`config.mk`:
```
export PLATFORM = sky130hd
export DESIGN_NAME = oag_core
export DESIGN_NICKNAME = d
export VERILOG_FILES = /design/src/logic/oag_pkg.sv /design/src/logic/oag_core.sv
export SDC_FILE = /design/constraint.sdc
export NUM_CORES = 2
export LEC_CHECK = 0
export BUFFER_PORTS_ARGS = -buffer_cell sky130_fd_sc_hd__buf_4
export CAP_MARGIN = 5
export CORE_MARGIN = 1.5
export CORE_UTILIZATION = 55
export CTS_CLUSTER_DIAMETER = 50
export DETAILED_ROUTE_END_ITERATION = 8
export HOLD_SLACK_MARGIN = 0.03
export PLACE_DENSITY = 0.8
export SYNTH_ARGS = -nofsm -noshare
export SYNTH_HDL_FRONTEND = slang
export SYNTH_SLANG_ARGS = --single-unit
```
`constraint.sdc`:
```
create_clock -name sys_clk -period 4.5 [get_ports sys_clk]
set_input_delay 0.45 -clock sys_clk [delete_from_list [all_inputs] [get_ports sys_clk]]
set_output_delay 0.45 -clock sys_clk [all_outputs]
set_load 0.02 [all_outputs]
```
`src/logic/oag_pkg.sv`:
```
// package for the operand address generator: modes, widths, constants
// What this block does
// direct mode uses instruction address field
// indirect uses pointer value unchanged
// post-modify: access old value, then adjust
// pre-modify: adjust by signed constant first
// indexed: pointer plus offset register
// literal offset: pointer plus instruction literal
// move source/destination share 4-bit offset select
// move/accumulator add indexed, 8/16-bit literals
// dual-operand pointers only registers 8 to 11
// pointers 8,9 to X; 10,11 to Y
// software keeps addresses in proper space
// dual indexed only via pointers 9 and 11
// dual modes: indirect, indexed, post +2/4/6
// branch carries 16-bit signed literal
// interrupt hold carries 14-bit unsigned literal
// implied operands from opcode; no-op has none
// bit-reversed address mirrors 4-bit index
// modified pointer written back same instruction
package oag_pkg;
    localparam int DATA_W = 16;
    localparam int REG_SEL_W = 4;
    localparam int NUM_REGS = 16;
    localparam logic [3:0] X_PTR_A = 4'h8;
    localparam logic [3:0] X_PTR_B = 4'h9;
    localparam logic [3:0] Y_PTR_A = 4'hA;
    localparam logic [3:0] Y_PTR_B = 4'hB;
    localparam logic [15:0] RESET_PTR = 16'h0000;
    localparam int INTERRUPT_HOLD_OP_W = 14;
    typedef enum logic [3:0] {
        OAG_DIRECT = 4'h0,
        OAG_INDIRECT = 4'h1,
        OAG_POST_MOD = 4'h2,
        OAG_PRE_MOD = 4'h3,
        OAG_INDEXED = 4'h4,
        OAG_LIT_OFS = 4'h5,
        OAG_LIT8 = 4'h6,
        OAG_LIT16 = 4'h7,
        OAG_BRANCH = 4'h8,
        OAG_INT_HOLD = 4'h9,
        OAG_IMPLIED = 4'hA,
        OAG_NOP = 4'hB,
        OAG_BITREV = 4'hC
    } oag_mode_t;
    typedef enum logic [1:0] {
        OAG_DPOST0 = 2'h0,
        OAG_DPOST2 = 2'h1,
        OAG_DPOST4 = 2'h2,
        OAG_DPOST6 = 2'h3
    } oag_dmod_t;
endpackage
```
`src/logic/oag_core.sv`:
```
// operand effective-address generator with pointer register file
`timescale 1ns/1ps
`default_nettype none
module oag_core (
    input wire logic sys_clk,
    input wire logic reset_n,
    input wire logic op_valid,
    input wire oag_pkg::oag_mode_t op_mode,
    input wire logic [3:0] pointer_reg,
    input wire logic [3:0] offset_select_reg,
    input wire logic [15:0] op_field,
    input wire logic signed [15:0] mod_const,
    input wire logic dual_valid,
    input wire logic [3:0] x_ptr_sel,
    input wire logic [3:0] y_ptr_sel,
    input wire logic x_indexed,
    input wire logic y_indexed,
    input wire oag_pkg::oag_dmod_t x_dmod,
    input wire oag_pkg::oag_dmod_t y_dmod,
    input wire logic x_dmod_down,
    input wire logic y_dmod_down,
    input wire logic wr_en,
    input wire logic [3:0] wr_sel,
    input wire logic [15:0] wr_data,
    output logic ea_valid,
    output logic [15:0] ea,
    output logic [15:0] literal_out,
    output logic no_operand,
    output logic dual_ok,
    output logic [15:0] x_addr,
    output logic [15:0] y_addr,
    output logic dual_error
);
    import oag_pkg::*;

    logic [15:0] regs [NUM_REGS];
    logic [15:0] next_ea;
    logic [15:0] next_lit;
    logic [15:0] next_x;
    logic [15:0] next_y;
    logic legal_dual;
    logic [15:0] base;
    logic [15:0] ofs;

    // bit mirror of the low four bits
    function automatic logic [15:0] bitrev4(input logic [15:0] v);
        bitrev4 = {12'h000, v[0], v[1], v[2], v[3]};
    endfunction

    // post-modify step for dual operand reads
    function automatic logic [15:0] dstep(input oag_dmod_t m, input logic dn);
        logic [15:0] s;
        s = {13'h0000, m, 1'b0};
        dstep = dn ? (16'h0000 - s) : s;
    endfunction

    assign base = regs[pointer_reg];
    assign ofs = regs[offset_select_reg]; // one shared select R07

    // single-operand address formation
    always_comb begin
        next_ea = 16'h0000;
        next_lit = 16'h0000;
        case (op_mode)
            OAG_DIRECT: next_ea = op_field;
            OAG_INDIRECT: next_ea = base;
            OAG_POST_MOD: next_ea = base;
            OAG_PRE_MOD: next_ea = base + mod_const;
            OAG_INDEXED: next_ea = base + ofs;
            OAG_LIT_OFS: next_ea = base + op_field;
            OAG_LIT8: next_lit = {8'h00, op_field[7:0]};
            OAG_LIT16: next_lit = op_field;
            OAG_BRANCH: next_lit = op_field;
            OAG_INT_HOLD: next_lit = {2'b00, op_field[INTERRUPT_HOLD_OP_W-1:0]};
            OAG_BITREV: next_ea = bitrev4(op_field);
            default: next_ea = 16'h0000;
        endcase
    end

    // pointer legality for dual reads
    always_comb begin
        legal_dual = (x_ptr_sel == X_PTR_A || x_ptr_sel == X_PTR_B)
            && (y_ptr_sel == Y_PTR_A || y_ptr_sel == Y_PTR_B)
            && (!x_indexed || x_ptr_sel == X_PTR_B)
            && (!y_indexed || y_ptr_sel == Y_PTR_B)
            && !(x_indexed && x_dmod != OAG_DPOST0)
            && !(y_indexed && y_dmod != OAG_DPOST0);
        next_x = x_indexed ? regs[x_ptr_sel] + ofs : regs[x_ptr_sel];
        next_y = y_indexed ? regs[y_ptr_sel] + ofs : regs[y_ptr_sel];
    end

    // single-operand answer registers
    always_ff @(posedge sys_clk or negedge reset_n) begin
        if (!reset_n) begin
            ea_valid <= 1'b0;
            ea <= 16'h0000;
            literal_out <= 16'h0000;
            no_operand <= 1'b0;
        end else begin
            ea_valid <= op_valid;
            no_operand <= op_valid && (op_mode == OAG_NOP || op_mode == OAG_IMPLIED);
            if (op_valid) begin
                ea <= next_ea;
                literal_out <= next_lit;
            end
        end
    end

    // dual-operand answer registers
    always_ff @(posedge sys_clk or negedge reset_n) begin
        if (!reset_n) begin
            dual_ok <= 1'b0;
            dual_error <= 1'b0;
            x_addr <= 16'h0000;
            y_addr <= 16'h0000;
        end else begin
            dual_ok <= dual_valid && legal_dual;
            dual_error <= dual_valid && !legal_dual;
            if (dual_valid && legal_dual) begin
                x_addr <= next_x;
                y_addr <= next_y;
            end
        end
    end

    // pointer file with same-instruction write-back
    genvar gi;
    generate
        for (gi = 0; gi < NUM_REGS; gi++) begin : g_reg
            always_ff @(posedge sys_clk or negedge reset_n) begin
                if (!reset_n) begin
                    regs[gi] <= RESET_PTR;
                end else if (dual_valid && legal_dual && x_ptr_sel == gi && !x_indexed) begin
                    regs[gi] <= regs[gi] + dstep(x_dmod, x_dmod_down);
                end else if (dual_valid && legal_dual && y_ptr_sel == gi && !y_indexed) begin
                    regs[gi] <= regs[gi] + dstep(y_dmod, y_dmod_down);
                end else if (op_valid && pointer_reg == gi
                    && (op_mode == OAG_POST_MOD || op_mode == OAG_PRE_MOD)) begin
                    regs[gi] <= regs[gi] + mod_const;
                end else if (wr_en && wr_sel == gi) begin
                    regs[gi] <= wr_data;
                end
            end
        end
    endgenerate
endmodule
`default_nettype wire

```
==> impl_metrics.env <==
export IMPL_drv_cap=0
export IMPL_worst_pin_slew_ps=1240
export IMPL_vias=37640
export IMPL_async_flop_share_pct=100
export IMPL_core_area_um2=68500
export IMPL_synthTopCellsByArea="dfrtp_1 (21%), mux4_2 (19%), ha_1 (11%)"
export IMPL_die_h_um=266
export IMPL_slew_limit_headroom_pct=16.9
export IMPL_syn_nets=4440
export IMPL_drtAntennaViolNets=0
export IMPL_wl_per_cell_um=32.1
export IMPL_pwr_share_comb_pct=54.6
export IMPL_place_inst=5039
export IMPL_cts_max_level=2
export IMPL_globalplace_congestion=1.09
export IMPL_power_density_nw_per_um2=522
export IMPL_fin_crit_sh_pct=94.1
export IMPL_clockRootBuffer="clkbuf_16"
export IMPL_synth_edff_count=0
export IMPL_leakage_uw=0.0187
export IMPL_reg2reg_to="ea[15]"
export IMPL_remaining_drc_errors=0
export IMPL_cts_buffer_depth=3
export IMPL_cp_end_kind="flop"
export IMPL_synth_top_area_share_pct=21.3
export IMPL_power_frac_clock_pct=21.5
export IMPL_hpwl_um=125000
export IMPL_synth_area_mux_share_pct=24.7
export IMPL_synthXorXnorAreaFrac_pct=6.17
export IMPL_syn2layout_area_growth_pct=14.1
export IMPL_cts_tree="done"
export IMPL_critPathSlowestCell="mux4_2"
export IMPL_hold_class="in -> reg"
export IMPL_ys_flop_type="dfrtp_1"
export IMPL_synth_warnings=0
export IMPL_placed_area_um2=41300
export IMPL_synth_area_per_cell_um2=9.54
export IMPL_grt_pass1_vias=36053
export IMPL_fmax_mhz=236
export IMPL_p_sw_uw=10200
export IMPL_pin_count=153
export IMPL_period_needed_ps=4230
export IMPL_path_cells="buf_4 > mux4_2 > mux4_2 > buf_4 > ha_1 > a21o_1 > a21oi_1 > o21ai_1 > o211a_1 > a221o_1 > a31oi_1 > o21ai_0 > xnor2_1 > o221ai_1"
export IMPL_yosysTopAreaCell="dfrtp_1"
export IMPL_instances_no_fill=5149
export IMPL_synthesis_area_um2=38000
export IMPL_place_ws_ps=-122
export IMPL_seqPwrFrac_pct=23.8
export IMPL_synth_top_family_by_area="multiplexers"
export IMPL_clock_sinks=324
export IMPL_cts_resized=0
export IMPL_groute_usage_overall_pct=46.5
export IMPL_clock_latency_ps=660
export IMPL_fin_skew_ps=41.9
export IMPL_rsz0062_at_grt="no"
export IMPL_yosys_area_share_simple_pct=13.5
export IMPL_initial_core_util_pct=55.6
export IMPL_ys_seq_elements=324
export IMPL_synth_fa_ha_area_share_pct=12.5
export IMPL_hold_path_depth=2
export IMPL_critPathMaxFanout=5
export IMPL_critPathKind="reg -> reg"
export IMPL_grt_pass1_wl_um=239000
export IMPL_startpoint_type="flop"
export IMPL_antenna_found_initial=8
export IMPL_synth_cell_type_count=84
export IMPL_wirelength_um=165000
export IMPL_r2r_start="regs[113]"
export IMPL_firstDrtPassIters=9
export IMPL_layout_setup_ws_ps=265
export IMPL_design_die_area_um2=70700
export IMPL_holdBufCountCts=2
export IMPL_setup_viol=0
export IMPL_p_int_uw=12400
export IMPL_final_layout_size_suffix_gt1_share_pct=20.4
export IMPL_r2r_slack_ps=270
export IMPL_status="finished clean"
export IMPL_synth_compound_area_share_pct=18.5
export IMPL_ir_drop_v=0.000394
export IMPL_final_nets=4669
export IMPL_slowest_delay_ps=590
export IMPL_holdPathEnd="literal_out[4]"
export IMPL_min_from="op_field[4]"
export IMPL_die_width_um=266
export IMPL_post_cts_setup_buffer_count=0
export IMPL_fin_area_um2=43400
export IMPL_hold_ws_ps=46.7
export IMPL_num_rows=96
export IMPL_drtIter0Drc=5447
export IMPL_port_buffers=152
export IMPL_swShare_pct=45.2
export IMPL_cp_arrival_ps=4730
export IMPL_numCtsBuffers=57
export IMPL_reg2regPathDepth=14
export IMPL_finalMaxSlewViolations=0
export IMPL_worstPathRequired_ps=4990
export IMPL_clkSlewWorstSetupHoldPaths_ps=60
export IMPL_syn_inst=3989
export IMPL_via_per_inst=7.31
export IMPL_hold_viol=0
export IMPL_overflow=0
export IMPL_ys_seq_area_share_pct=21.3
export IMPL_grt_max_degree=95
## registers in the layout (all words and copies together), names as in the netlist
| register | count |
|---|---|
| dual_error | 1 |
| y_addr | 16 |
| ea_valid | 1 |
| no_operand | 1 |
| dual_ok | 1 |
| ea | 16 |
| literal_out | 16 |
| regs | 256 |
| x_addr | 16 |
## critical path, delay by kind of cell, from the launching register on
kind / cells / cell delay, ps
AOI/OAI and AO/OA: 8 / 1680
muxes: 2 / 1070
DFF: 1 / 470
buffers and inverters: 2 / 410
adders and majority gates: 1 / 280
xor gates and xnor gates: 1 / 180
## synth_stat cells (all sizes together) (82+ instances only)
library cell  number
o21ai            351
ha               343
dfrtp            324
nand3            110
mux4             319
a21oi            266
nand2            334
clkbuf           127
mux2i            192
buf               82
inv               99
nor3             138
nor2             227
xnor2            172
xor2              96
## layout make-up
type | instances | area (um2)
multi-input cells | 3357 | 28700
fillers | 5582 | 25100
flip-flops and latches | 324 | 8110
repair buffers | 379 | 3010
clock buffers | 67 | 1540
well taps | 882 | 1100
clock inverters | 34 | 543
inverters | 99 | 372
diodes | 7 | 17.5
## cell usage in the layout, fill, tap and decap left out, types with 110 or more instances in the layout
cell type,instances
o21ai_1,112
mux2i_1,192
xnor2_1,172
o21ai_0,239
ha_1,343
nor2_1,210
buf_4,364
a21oi_1,265
nor3_1,138
nand3_1,110
nand2_1,333
mux4_2,319
dfrtp_1,324
## power groups by stage
stage                     sequential, uW  combinational, uW  clock (uW)
final                               5400              12400        4870
after floorplan                     4410               8450           0
after global routing                5290              13300        4980
after detailed placement            5200              11900           0
after global placement              5180              11600           0
after CTS                           5160              12000        4840
## cells by family after synthesis
logic type               Yosys count
AO/OA/AOI/OAI                   1104
XOR/XNOR                         268
adder cells (fa/ha/maj)          366
buffers and inverters            308
flip-flops                       324
multiplexers                     537
AND/OR/NAND/NOR                 1082
## how the worst max path moves through the flow
stage                    startpoint      to  slack (ps)  depth (start not counted)
6_report                  regs[113]  ea[15]         270                         14
3_3_place_gp   offset_select_reg[0]  ea[15]         -80                         15
3_5_place_dp   offset_select_reg[0]  ea[15]        -120                         15
2_1_floorplan  offset_select_reg[1]  ea[14]          30                         16
5_1_grt                    regs[16]  ea[14]         110                         18
4_1_cts                   regs[113]  ea[15]         370                         14
## stage by stage
step                TNS (ps)  power (uW)  util (%)
floorplan                  0       12900         -
global placement        -144       16800      60.3
detailed placement      -246       17100      60.3
CTS                        0       22000      63.4
global route               0       23500      63.4
finish                     0       22600      63.4
## layer usage
layer | wire length (um) | vias to the layer above | share of wire, % | GRT usage (%)
met3 | 25600 | 880 | 15 | 17.9
li1 | - | 15815 | - | -
met5 | 80 | - | 0.048 | 0.208
met4 | 17200 | 10 | 10 | 39.1
met2 | 67000 | 2993 | 41 | 66.2
met1 | 55500 | 17942 | 34 | 55.3
No activity file was read; power rests on OpenSTA's default activity.
